## config.mk

```make
export PLATFORM = sky130hd
export DESIGN_NAME = sptm_timer
export DESIGN_NICKNAME = d
export VERILOG_FILES = /design/src/sptm_pkg.sv /design/src/sptm_timer.sv /design/src/sptm_tick.sv
export SDC_FILE = /design/constraint.sdc
export NUM_CORES = 1
export LEC_CHECK = 0
export BUFFER_PORTS_ARGS = -buffer_cell sky130_fd_sc_hd__buf_4
export CAP_MARGIN = 25
export CORE_MARGIN = 4
export CORE_UTILIZATION = 30
export DETAILED_ROUTE_END_ITERATION = 7
export HOLD_SLACK_MARGIN = 0.12
export SYNTH_ARGS = -nofsm -noshare
export SYNTH_HDL_FRONTEND = slang
export SYNTH_SLANG_ARGS = --single-unit
export TNS_END_PERCENT = 50
```

## constraint.sdc

```tcl
create_clock -name mclk -period 3.5 [get_ports mclk]
set_input_delay 0.35 -clock mclk [delete_from_list [all_inputs] [get_ports mclk]]
set_output_delay 0.35 -clock mclk [all_outputs]
set_load 0.05 [all_outputs]
```

## src/sptm_pkg.sv

```systemverilog
// package for the io-port supervision timer
// assumes a 200 MHz mclk and host i/o writes presented as one-cycle strobes
`default_nettype none
package sptm_pkg;
    // i/o port addresses
    localparam logic [15:0] DISABLE_PORT = 16'h0441;
    localparam logic [15:0] RELOAD_PORT = 16'h0443;
    // timeout arithmetic: seconds = base - step * code
    localparam logic [5:0] TIMEOUT_BASE_SEC = 6'h1E;
    localparam logic [5:0] TIMEOUT_STEP_SEC = 6'h02;
    localparam int SETTING_BITS = 4;
    // clock and second tick
    localparam int CLOCK_HZ = 200_000_000;
    localparam int CYCLES_PER_SEC = CLOCK_HZ;
    // reset pulse length on expiry
    localparam int RESET_PULSE_NS = 1000;
    localparam int RESET_PULSE_CYCLES = (RESET_PULSE_NS * (CLOCK_HZ / 1_000_000) + 999) / 1000;
    localparam logic [7:0] RESET_PULSE_LEN = 8'(RESET_PULSE_CYCLES);
    // states of the timer
    typedef enum logic [1:0] {SPTM_OFF, SPTM_RUN, SPTM_FIRE} sptm_state_type;
endpackage
`default_nettype wire

```

## src/sptm_timer.sv

```systemverilog
// supervision timer behind two write-only host i/o ports
// assumes io_wr is a one-cycle strobe with io_addr and io_data valid
`timescale 1ns/1ps
`default_nettype none
module sptm_timer #(
    parameter int CYCLES_PER_SEC = sptm_pkg::CYCLES_PER_SEC
) (
    // clock and reset
    input wire logic mclk,
    input wire logic nrst,
    // host i/o write port
    input wire logic io_wr,
    input wire logic [15:0] io_addr,
    input wire logic [15:0] io_data,
    // status and system reset
    output logic running,
    output logic [5:0] seconds_left,
    output logic sys_reset
);
    ////////////////////////////////////////////////////////////////////
    // decode and timeout table

    function automatic logic [5:0] timeout_sec(input logic [3:0] code);
        timeout_sec = sptm_pkg::TIMEOUT_BASE_SEC
            - 6'(sptm_pkg::TIMEOUT_STEP_SEC * code);
    endfunction

    logic wr_disable;
    logic wr_reload;
    logic tick;
    assign wr_disable = io_wr && (io_addr == sptm_pkg::DISABLE_PORT);
    assign wr_reload = io_wr && (io_addr == sptm_pkg::RELOAD_PORT);

    ////////////////////////////////////////////////////////////////////
    // second divider, restarted by every reload

    sptm_tick #(
        .PERIOD(CYCLES_PER_SEC)
    ) u_tick (
        .mclk(mclk),
        .nrst(nrst),
        .clear(wr_reload || wr_disable),
        .tick(tick)
    );

    ////////////////////////////////////////////////////////////////////
    // countdown state

    sptm_pkg::sptm_state_type state;
    sptm_pkg::sptm_state_type next_state;
    logic [5:0] remain;
    logic [5:0] next_remain;
    logic [7:0] pulse;
    logic [7:0] next_pulse;
    logic next_running;
    logic next_sys_reset;

    // next values of the countdown
    always_comb begin
        next_state = state;
        next_remain = remain;
        next_pulse = pulse;
        unique case (state)
            sptm_pkg::SPTM_OFF: begin
                next_remain = 6'h00;
            end
            sptm_pkg::SPTM_RUN: begin
                if (remain == 6'h00) begin
                    next_state = sptm_pkg::SPTM_FIRE;
                    next_pulse = sptm_pkg::RESET_PULSE_LEN;
                end else if (tick) begin
                    next_remain = remain - 6'h01;
                end
            end
            sptm_pkg::SPTM_FIRE: begin
                if (pulse <= 8'h01) begin
                    next_state = sptm_pkg::SPTM_OFF; // reset done, rearm on reload
                    next_pulse = 8'h00;
                end else begin
                    next_pulse = pulse - 8'h01;
                end
            end
        endcase
        // host writes take priority over the countdown
        if (wr_reload) begin
            next_state = sptm_pkg::SPTM_RUN;
            next_remain = timeout_sec(io_data[sptm_pkg::SETTING_BITS-1:0]);
            next_pulse = 8'h00;
        end else if (wr_disable) begin
            next_state = sptm_pkg::SPTM_OFF;
            next_remain = 6'h00;
            next_pulse = 8'h00;
        end
        next_running = (next_state == sptm_pkg::SPTM_RUN);
        next_sys_reset = (next_state == sptm_pkg::SPTM_FIRE);
    end

    // register the countdown; start off after reset
    always_ff @(posedge mclk) begin
        if (!nrst) begin
            state <= sptm_pkg::SPTM_OFF;
            remain <= 6'h00;
            pulse <= 8'h00;
            running <= 1'b0;
            seconds_left <= 6'h00;
            sys_reset <= 1'b0;
        end else begin
            state <= next_state;
            remain <= next_remain;
            pulse <= next_pulse;
            running <= next_running;
            seconds_left <= next_remain;
            sys_reset <= next_sys_reset;
        end
    end
endmodule // sptm_timer
`default_nettype wire

```

## src/sptm_tick.sv

```systemverilog
// one-second enable pulse divider
// assumes a single clock; clear restarts the second boundary
`timescale 1ns/1ps
`default_nettype none
module sptm_tick #(
    parameter int PERIOD = 200_000_000
) (
    // clock and reset
    input wire logic mclk,
    input wire logic nrst,
    // control
    input wire logic clear,
    output logic tick
);
    logic [31:0] count;
    logic [31:0] next_count;
    logic next_tick;

    // count cycles, pulse at the end of each period
    always_comb begin
        next_tick = 1'b0;
        next_count = count + 32'h00000001;
        if (clear) begin
            next_count = 32'h00000000;
        end else if (count == 32'(PERIOD - 1)) begin
            next_count = 32'h00000000;
            next_tick = 1'b1;
        end
    end

    always_ff @(posedge mclk) begin
        if (!nrst) begin
            count <= 32'h00000000;
            tick <= 1'b0;
        end else begin
            count <= next_count;
            tick <= next_tick;
        end
    end
endmodule // sptm_tick
`default_nettype wire

```

==> results of run 1 <==
-- final timing paths --
kind | startpoint | endpoint | slack (ns) | cells after the start
setup / recovery | u_tick.count[0] | u_tick.count[30] | 0.95 | 6
hold / removal | io_data[3] | remain[4] | 0.32 | 3
setup reg to reg | u_tick.count[0] | u_tick.count[30] | 0.95 | 6
hold reg to reg | u_tick.count[0] | u_tick.count[0] | 0.49 | 1
-- synth_stat cells (5+ instances only) --
cell and count:
and3_1 5, xor2_1 12, clkbuf_1 5, nor4b_1 5, a31oi_1 6, nor2_1 43, nand4_1 10, or3_1 9
dfxtp_1 51, nand3_1 18, nor3_1 10, a21oi_1 21, nand2_1 28, ha_1 7, nor4_1 13, o21ai_0 11
inv_1 13, xnor2_1 14
-- area by class of cell --
cell class              instances  area, sq um
repair buffers                 31        232.7
fillers                       933         5598
multi-input cells             255         1543
inverters                      13        48.80
flip-flops and latches         51         1021
clock buffers                   8        100.1
well taps                     108        135.1
-- flip-flops by register name, summed over array words and instances (netlist names) --
| signal | flops |
|---|---|
| state | 2 |
| sys_reset | 1 |
| u_tick.count | 32 |
| running | 1 |
| remain | 6 |
| u_tick.tick | 1 |
| pulse | 8 |
-- logic make-up (layout without fill, tap and decap cells) --
logic type                 Yosys count  count (layout)
and+or+nand+nor                    165             165
DFF                                 51              51
adders and majority gates            7               7
muxes                                1               1
buffers and inverters               23              52
xor gates and xnor gates            26              26
AOI/OAI and AO/OA                   56              56
-- through the flow --
stage / util [%] / hold slack [ns] / total power [mW]
2_1_floorplan: - / 0.4414 / 0.6206
3_3_place_gp: 34.34 / 0.4588 / 0.6450
3_5_place_dp: 34.34 / 0.4733 / 0.6460
4_1_cts: 35.50 / 0.3160 / 1.016
5_1_grt: 35.50 / 0.3253 / 1.047
6_report: 35.50 / 0.3230 / 1.001
-- power by group --
part | internal, mW | switching [mW]
sequential | 0.584 | 0.00574
combinational | 0.0229 | 0.0194
clock | 0.181 | 0.188
total | 0.787 | 0.213
-- metal layers --
layer | vias to the layer above | wire, microns | GRT usage, %
met1 | 1161 | 2946 | 15.94
li1 | 1251 | - | -
met5 | - | 0 | 0
met4 | 0 | 55 | 3.330
met2 | 46 | 2923 | 21.19
met3 | 7 | 195 | 2.526
-- worst max-delay path: cells and delay by family, from the launching register on --
| kind | cells | cell delay, ns |
|---|---|---|
| adders and majority gates | 1 | 0.26 |
| buffers and inverters | 1 | 0.10 |
| DFF | 1 | 0.40 |
| and+or+nand+nor | 3 | 1.56 |
| AOI/OAI and AO/OA | 1 | 0.15 |
==> impl_metrics.ini, run 1 <==
[floorplanning]
die_h_microns = 102.4
die_w_microns = 102.4
num_rows = 34
design.portCount = 43
initial_core_util_pct = 30.80
design.die.area_sq_um = 10480
coreArea_sq_um = 8678

[cts]
clock_sink_count = 51
cts_made_buffers = 5
clk_path_buf_depth = 2
postCtsSetupRepairBufs = 0
cts_hold_buffers = 0
tritoncts = done
clock_tree.root_cell = clkbuf_8
post_cts_resize_count = 0
h-tree-depth = 2
clock_edge_transition_at_the_registers_on_the_reported_setup_and_hold_paths_ns = 0.09
worst_skew_pair_latency_ns = 0.30

[worst_setup_path]
timing.critical_path.slowest_cell_delay_ns = 0.63
timing.critical_path.slowest_stage_cell = nor3_1
crit_required_ns = 3.73
worst_setup_ep_type = register
start_kind = register
timing.critical_path.cells = ha_1, inv_1, nor3_1, nand2_1, or4_1, o22ai_1
worstPathArrival_ns = 2.77
crit_type = register to register
critical_path_peak_fanout = 7

[placement]
globalplace.congestion = 0.8457
port_buffers = 30
numPlacedInstances = 458
post-dp-hpwl_microns = 4518
pre_cts_ws_ns = 1.000
placed_area_sq_um = 2980

[logic_synthesis]
synth_compound_area_share_pct = 12.59
synth_edf_count = 0
synth_top_cells_by_area = dfxtp_1, nor2_1, xnor2_1
synthAdderAreaFrac_pct = 3.277
multiplexer_fraction_of_the_synthesized_cell_area_pct = 0.3745
main_combinational_cell_family_by_area_after_synthesis = simple AND/OR/NAND/NOR gates
postSynth.topFlopCell = dfxtp_1
synth_cells = 329
syn_nets = 371
share_of_synthesized_flip_flops_with_an_asynchronous_set_or_reset_pct = 0
syn-cell-area_sq_um = 2673
ys_warn_count = 0
post-synth-top-area-cell = dfxtp_1
post-synth-top-area-fraction_pct = 38.20
synthXorXnorAreaFrac_pct = 8.521
post_synth_and_or_nand_nor_area_fraction_pct = 32.82
yosysUniqueCellTypes = 48
synth_seq_area_share_pct = 38.20
synth-seq-cells = 51
postSynthAreaPerCell_sq_um = 8.123

[sta]
grt_setup_unrepaired = false
final_min_period_over_clock_period_pct = 72.73
final_hold_viol_count = 0
fin_crit_ns = 2.545
transition_time_at_the_pin_with_the_least_slew_margin_ns = 0.8969
final_worst_slack_ns = 0.9546
max-slew-margin-rel_pct = 39.42
report.final.slew_viol_count = 0
setup-tns-final_ns = 0
clock_skew_ns = 0.002833
fmaxAchievable_mhz = 392.9
setup_viol_count_final = 0

[layout]
insertedDiodeCount = 0
drive_above_1_share_pct = 12.85
final_cells = 466
synthToLayoutAreaGrowth_pct = 15.26
final_net_count = 399
final_cell_area_sq_um = 3080
most_used_cells_in_the_layout_excluding_fill_and_tap_cells = dfxtp_1, nor2_1, buf_4, nand2_1, a21oi_1
most_common_cell_after_layout_fill_and_taps_aside = dfxtp_1

[route]
detail_route.iter0.violations = 140
drc_errors = 0
drt-total-wl_microns = 6121
firstDrtPassIters = 6
routed-via-count = 2465
detail-route-antenna-nets = 0
post_drt_via_cell_ratio = 5.290
drt-wirelength-per-cell_microns = 13.14

[power]
worst_supply_voltage_drop_on_vdd_uv = 144.1
power.static_leakage_nw = 1.017
power.density_nw_per_um2 = 324.8

[global_route]
grt_use_total_pct = 12.42
grt_pass1_wl_microns = 10620
vias_in_the_first_global_route = 2328
grt_max_degree = 28
global_route.overflow_total = 0
grt_antenna_before_repair = 0

[worst_hold_path]
hold_crit_class = primary input to register

[job]
timing.max_cap.violations = 0

[outcome]
run_status = completed
Note: power is estimated with default switching activity, not from simulation.
==> run 2: changes to the inputs <==
==> constraint.sdc (replaced) <==
create_clock -name mclk -period 2.38 [get_ports mclk]
set_input_delay 0.238 -clock mclk [delete_from_list [all_inputs] [get_ports mclk]]
set_output_delay 0.238 -clock mclk [all_outputs]
set_load 0.05 [all_outputs]
==> run 2 against run 1 <==
Clock power up 48%. Clock-buffer cell count did not move. Core utilization up 0.69 points. Largest cell class unchanged. Non-clock buffer count is 8 higher. Register-to-register slack got worse by 0.78 ns. First-iteration DRC count decreased by 33%. Highest routed layer unchanged. Worst setup slack lost 0.78 ns. Die area stayed put. Combinational power grew 53%. Sequential power increased by 47%. Cell count rose by 1.7%.
==> impl_metrics.ini, run 2 (synthesis results as in run 1) <==
[layout]
final_net_count = 407
most_common_cell_after_layout_fill_and_taps_aside = dfxtp_1
most_used_cells_in_the_layout_excluding_fill_and_tap_cells = dfxtp_1, nor2_1, buf_4, nand2_1, a21oi_1
final_cell_area_sq_um = 3141
regMostFlops = u_tick.count
synthToLayoutAreaGrowth_pct = 17.51
final_cells = 474
fillers = 913
largest_registers = u_tick.count x32, pulse x8, remain x6
insertedDiodeCount = 0
drive_above_1_share_pct = 14.75
largest_register_ff_count = 32

[global_route]
grt_max_degree = 15
grt_antenna_before_repair = 0
grt_use_total_pct = 12.71
vias_in_the_first_global_route = 2386
global_route.overflow_total = 0
grt_pass1_wl_microns = 11030

[worst_setup_path]
crit_required_ns = 2.61
timing.critical_path.slowest_stage_cell = or4_4
timing.critical_path.slowest_cell_delay_ns = 0.59
start_kind = register
crit_type = register to register
worst_setup_ep_type = register
r2r_cells = 5
critPathBufInv = 0
timing.critical_path.cells = nand3_2, or4_4, or4_4, or3_1, a21oi_1
crit_top_cell = or4_4
cp.depth = 5
critical_path_peak_fanout = 6
critPathTopFamily = simple AND/OR/NAND/NOR gates
worstPathArrival_ns = 2.44

[cts]
worst_skew_pair_latency_ns = 0.30
clock_edge_transition_at_the_registers_on_the_reported_setup_and_hold_paths_ns = 0.09
postCtsSetupRepairBufs = 0
post_cts_resize_count = 0
cts_made_buffers = 5
h-tree-depth = 2
clock_tree.root_cell = clkbuf_8
clock_sink_count = 51
clk_path_buf_depth = 2
cts_hold_buffers = 0
tritoncts = done

[power]
p_total_mw = 1.478
power.density_nw_per_um2 = 470.7
worst_supply_voltage_drop_on_vdd_uv = 257.0
power.static_leakage_nw = 1.055

[floorplanning]
initial_core_util_pct = 30.80
coreArea_sq_um = 8678
design.portCount = 43
die_h_microns = 102.4
num_rows = 34
design.die.area_sq_um = 10480
die_w_microns = 102.4

[sta]
final_hold_viol_count = 0
final_worst_slack_ns = 0.1712
setup-tns-final_ns = 0
transition_time_at_the_pin_with_the_least_slew_margin_ns = 0.6485
max-slew-margin-rel_pct = 56.37
report.final.slew_viol_count = 0
fin_crit_ns = 2.209
fmaxAchievable_mhz = 452.7
setup_viol_count_final = 0
grt_setup_unrepaired = false
final_min_period_over_clock_period_pct = 92.81
clock_skew_ns = 0.006444

[worst_hold_path]
worst_hold_path.num_cells = 3
hold_crit_class = primary input to register

[job]
timing.max_cap.violations = 0

[placement]
globalplace.congestion = 0.8682
post-dp-hpwl_microns = 4601
numPlacedInstances = 466
port_buffers = 30
pre_cts_ws_ns = 0.1913
placed_area_sq_um = 3040

[route]
post_drt_via_cell_ratio = 5.129
firstDrtPassIters = 4
drt-wirelength-per-cell_microns = 12.86
drc_errors = 0
routed-via-count = 2431
drt-total-wl_microns = 6095
detail_route.iter0.violations = 94
detail-route-antenna-nets = 0

[outcome]
run_status = completed
## run 2: worst reg2reg max path: stages (launching register included)
cell and delay, ns:
dfxtp_1 0.41, nand3_2 0.13, or4_4 0.55, or4_4 0.59
or3_1 0.32, a21oi_1 0.14
## run 2: power breakdown
group          switching (mW)  internal, mW
clock network           0.281         0.266
logic                  0.0288        0.0359
registers             0.00822         0.858
## run 2: final timing paths
check	startpoint	end	slack (ns)
min	io_data[3]	remain[4]	0.21
min reg2reg	pulse[7]	pulse[7]	0.49
max	u_tick.count[6]	u_tick.count[27]	0.17
max reg2reg	u_tick.count[6]	u_tick.count[27]	0.17
## run 2: stage by stage
stage	utilization (%)	hold slack (ns)
2_1_floorplan	-	0.3763
3_3_place_gp	35.03	0.4599
3_5_place_dp	35.03	0.4689
4_1_cts	36.19	0.2007
5_1_grt	36.19	0.2238
6_report	36.19	0.2093
## run 2: layout make-up
cell class              instances  area [sq um]  area share, %
multi-input cells             255          1543          49.12
flip-flops and latches         51          1021          32.51
inverters                      13         48.80          1.554
repair buffers                 39         292.8          9.323
clock buffers                   8         100.1          3.187
well taps                     108         135.1          4.303
## run 2: routing by layer
layer  GRT usage, %  vias to the layer above  part of all wire (%)
met1          16.88                     1122                    49
met2          20.74                       39                    47
met4          3.935                        0                   1.3
li1               -                     1263                     -
met5              0                        -                     0
met3          2.594                        7                   3.3
==> run 3: changes to the inputs <==
--- a/config.mk
+++ b/config.mk
@@ -5,6 +5,7 @@
 export SDC_FILE = /design/constraint.sdc
 export NUM_CORES = 1
 export LEC_CHECK = 0
+export ABC_AREA = 1
 export BUFFER_PORTS_ARGS = -buffer_cell sky130_fd_sc_hd__buf_4
 export CAP_MARGIN = 25
 export CORE_MARGIN = 4
==> run 3 against run 2 <==
Power grew 6.4%. Wire length grew 7.1%. Clock skew is essentially flat. Critical path depth grew 3. Sequential cell count is the same. Critical path type unchanged. First-iteration DRC count shrank 9.6%. Critical endpoint is now u_tick.count[24]. Global-route usage shrank 0.76 points. Die area grew 8.0%. Clock-buffer cell count shrank 2. Maximum frequency grew 15%. Sequential power shrank 0.8%. Largest power group unchanged. Synthesized cell count grew 33%.
==> impl_metrics.ini, run 3 <==
[outcome]
run_status = completed

[layout]
largest_registers = u_tick.count x32, pulse x8, remain x6
final_net_count = 516
largest_register_ff_count = 32
final_cells = 604
regMostFlops = u_tick.count
most_used_cells_in_the_layout_excluding_fill_and_tap_cells = nor2_1, nand2_1, inv_1, dfxtp_1, nand3_1
most_common_cell_after_layout_fill_and_taps_aside = nor2_1
final_cell_area_sq_um = 3386
synthToLayoutAreaGrowth_pct = 16.54
utilization_pct = 36.30
insertedDiodeCount = 0
drive_above_1_share_pct = 11.79

[sta]
fin_crit_ns = 1.914
final_min_period_over_clock_period_pct = 80.43
clock_skew_ns = 0.006172
max-slew-margin-rel_pct = 60.19
grt_setup_unrepaired = false
final_hold_viol_count = 0
transition_time_at_the_pin_with_the_least_slew_margin_ns = 0.5950
report.final.slew_viol_count = 0
fmaxAchievable_mhz = 522.4
setup-tns-final_ns = 0
setup_viol_count_final = 0

[power]
p_total_mw = 1.573
intPower_mw = 1.232
power.clock.fraction_pct = 41.0
p_comb_share_pct = 4.4
power.switching_uw = 341.6
power.static_leakage_nw = 1.293
p_seq_share_pct = 54.7
worst_supply_voltage_drop_on_vdd_uv = 204.0
power.density_nw_per_um2 = 464.7
power.share.switching_pct = 21.71

[global_route]
global_route.overflow_total = 0
grt_antenna_before_repair = 0
grt_pass1_wl_microns = 11360
grt_use_total_pct = 11.95
vias_in_the_first_global_route = 2572
grt_max_degree = 30

[worst_setup_path]
critPathBufInv = 2
crit_required_ns = 2.57
crit_type = register to register
timing.critical_path.cells = ha_1, nand3_1, inv_1, nand2_2, inv_1, nand3_2, nand2_2, nor2_1
cp-startpoint = u_tick.count[0]
r2r_slack_ns = 0.47
critPathTopFamily = simple AND/OR/NAND/NOR gates
regToRegStartpoint = u_tick.count[0]
timing.critical_path.slowest_cell_delay_ns = 0.49
timing.critical_path.slowest_stage_cell = nand2_2
critical_path_peak_fanout = 29
worst_setup_ep_type = register
start_kind = register
worstPathArrival_ns = 2.10

[placement]
post-dp-hpwl_microns = 5044
port_buffers = 30
globalplace.congestion = 0.9178
placed_area_sq_um = 3268
numPlacedInstances = 596

[logic_synthesis]
yosysMostFrequentCell = nor2_1
synth_cells = 439
post-synth-top-area-fraction_pct = 35.14
ys_top_cells_by_count = nor2_1, nand2_1, inv_1
share_of_synthesized_flip_flops_with_an_asynchronous_set_or_reset_pct = 0
synthXorXnorAreaFrac_pct = 6.331
synth_compound_area_share_pct = 6.202
synth_top_cells_by_area = dfxtp_1, nor2_1, nand2_1
post_synth_and_or_nand_nor_area_fraction_pct = 40.61
syn_nets = 481
postSynthAreaPerCell_sq_um = 6.618
ys_warn_count = 0
post-synth-top-area-cell = dfxtp_1
synth_edf_count = 0
yosysUniqueCellTypes = 30
main_combinational_cell_family_by_area_after_synthesis = simple AND/OR/NAND/NOR gates
syn-cell-area_sq_um = 2905
postSynth.topFlopCell = dfxtp_1
synth-seq-cells = 51
synthAdderAreaFrac_pct = 3.015
multiplexer_fraction_of_the_synthesized_cell_area_pct = 0
synth_seq_area_share_pct = 35.14

[route]
drc_errors = 0
routed-via-count = 2779
drt-wirelength-per-cell_microns = 10.80
drt-total-wl_microns = 6526
detail-route-antenna-nets = 0
detail_route.iter0.violations = 85
firstDrtPassIters = 4
post_drt_via_cell_ratio = 4.601

[floorplanning]
design.portCount = 43
initial_core_util_pct = 31.15
die_w_microns = 106.4
design.die.area_sq_um = 11320
die_h_microns = 106.4
num_rows = 35
coreArea_sq_um = 9328

[worst_hold_path]
worstHoldStart = nrst
hold_crit_class = primary input to register

[cts]
clk_path_buf_depth = 2
tritoncts = done
clock_sink_count = 51
worst_skew_pair_latency_ns = 0.31
h-tree-depth = 2
cts_hold_buffers = 0
cts_made_buffers = 5
postCtsSetupRepairBufs = 0
clock_edge_transition_at_the_registers_on_the_reported_setup_and_hold_paths_ns = 0.10
clock_tree.root_cell = clkbuf_8
post_cts_resize_count = 0

[job]
timing.max_cap.violations = 0
## run 3: changes by cell type in the layout (fill, tap and decap cells not counted), moves of 13 or more
cell     delta
inv_1      +44
nand2_1    +60
nand3_1    +23
nor2_1     +50
nor4_1     -13
## run 3: final timing paths
check                                         to  depth (start not counted)
worst min register to register   u_tick.count[0]                          1
worst min-delay path                   remain[4]                          3
worst max-delay path            u_tick.count[24]                          8
worst max register to register  u_tick.count[24]                          8
## run 3: kinds of logic after synthesis
kind of cell               after synthesis
AOI/OAI and AO/OA                       34
xor gates and xnor gates                21
adders and majority gates                7
buffers and inverters                   62
DFF                                     51
and+or+nand+nor                        264
## run 3: per-stage QoR
| stage | hold slack (ns) | setup WS, ns |
|---|---|---|
| finish | 0.2269 | 0.4658 |
| global route | 0.2367 | 0.2635 |
| CTS | 0.2165 | 0.4337 |
| detailed placement | 0.4533 | 0.4516 |
| global placement | 0.4420 | 0.5141 |
| floorplan | 0.3798 | 0.6456 |
## run 3: area by class of cell
| cell class | count | area [sq um] |
|---|---|---|
| well taps | 129 | 161.4 |
| repair buffers | 31 | 232.7 |
| fillers | 994 | 5942 |
| inverters | 59 | 221.5 |
| multi-input cells | 326 | 1632 |
| clock inverters | 2 | 35.03 |
| flip-flops and latches | 51 | 1021 |
| clock buffers | 6 | 82.58 |
## run 3: power by group through the flow
stage	Sequential [mW]	Combinational [mW]	Clock (mW)
after floorplan	0.880	0.0363	0
after global placement	0.880	0.0674	0
after detailed placement	0.881	0.0694	0
after CTS	0.861	0.0695	0.664
after global routing	0.861	0.0771	0.686
final	0.860	0.0686	0.644
## run 3: worst min-delay path, delay by kind of cell
kind            cells  cell delay (ns)
buf+inv             1             0.14
compound gates      1             0.07
simple gates        1             0.04
## run 3: layer usage
metal  vias up  track usage (%)  wire [microns]
met4         0            3.379             102
li1       1466                -               -
met1      1249            16.23            3267
met3         8            2.368             288
met5         -                0               0
met2        56            19.28            2867
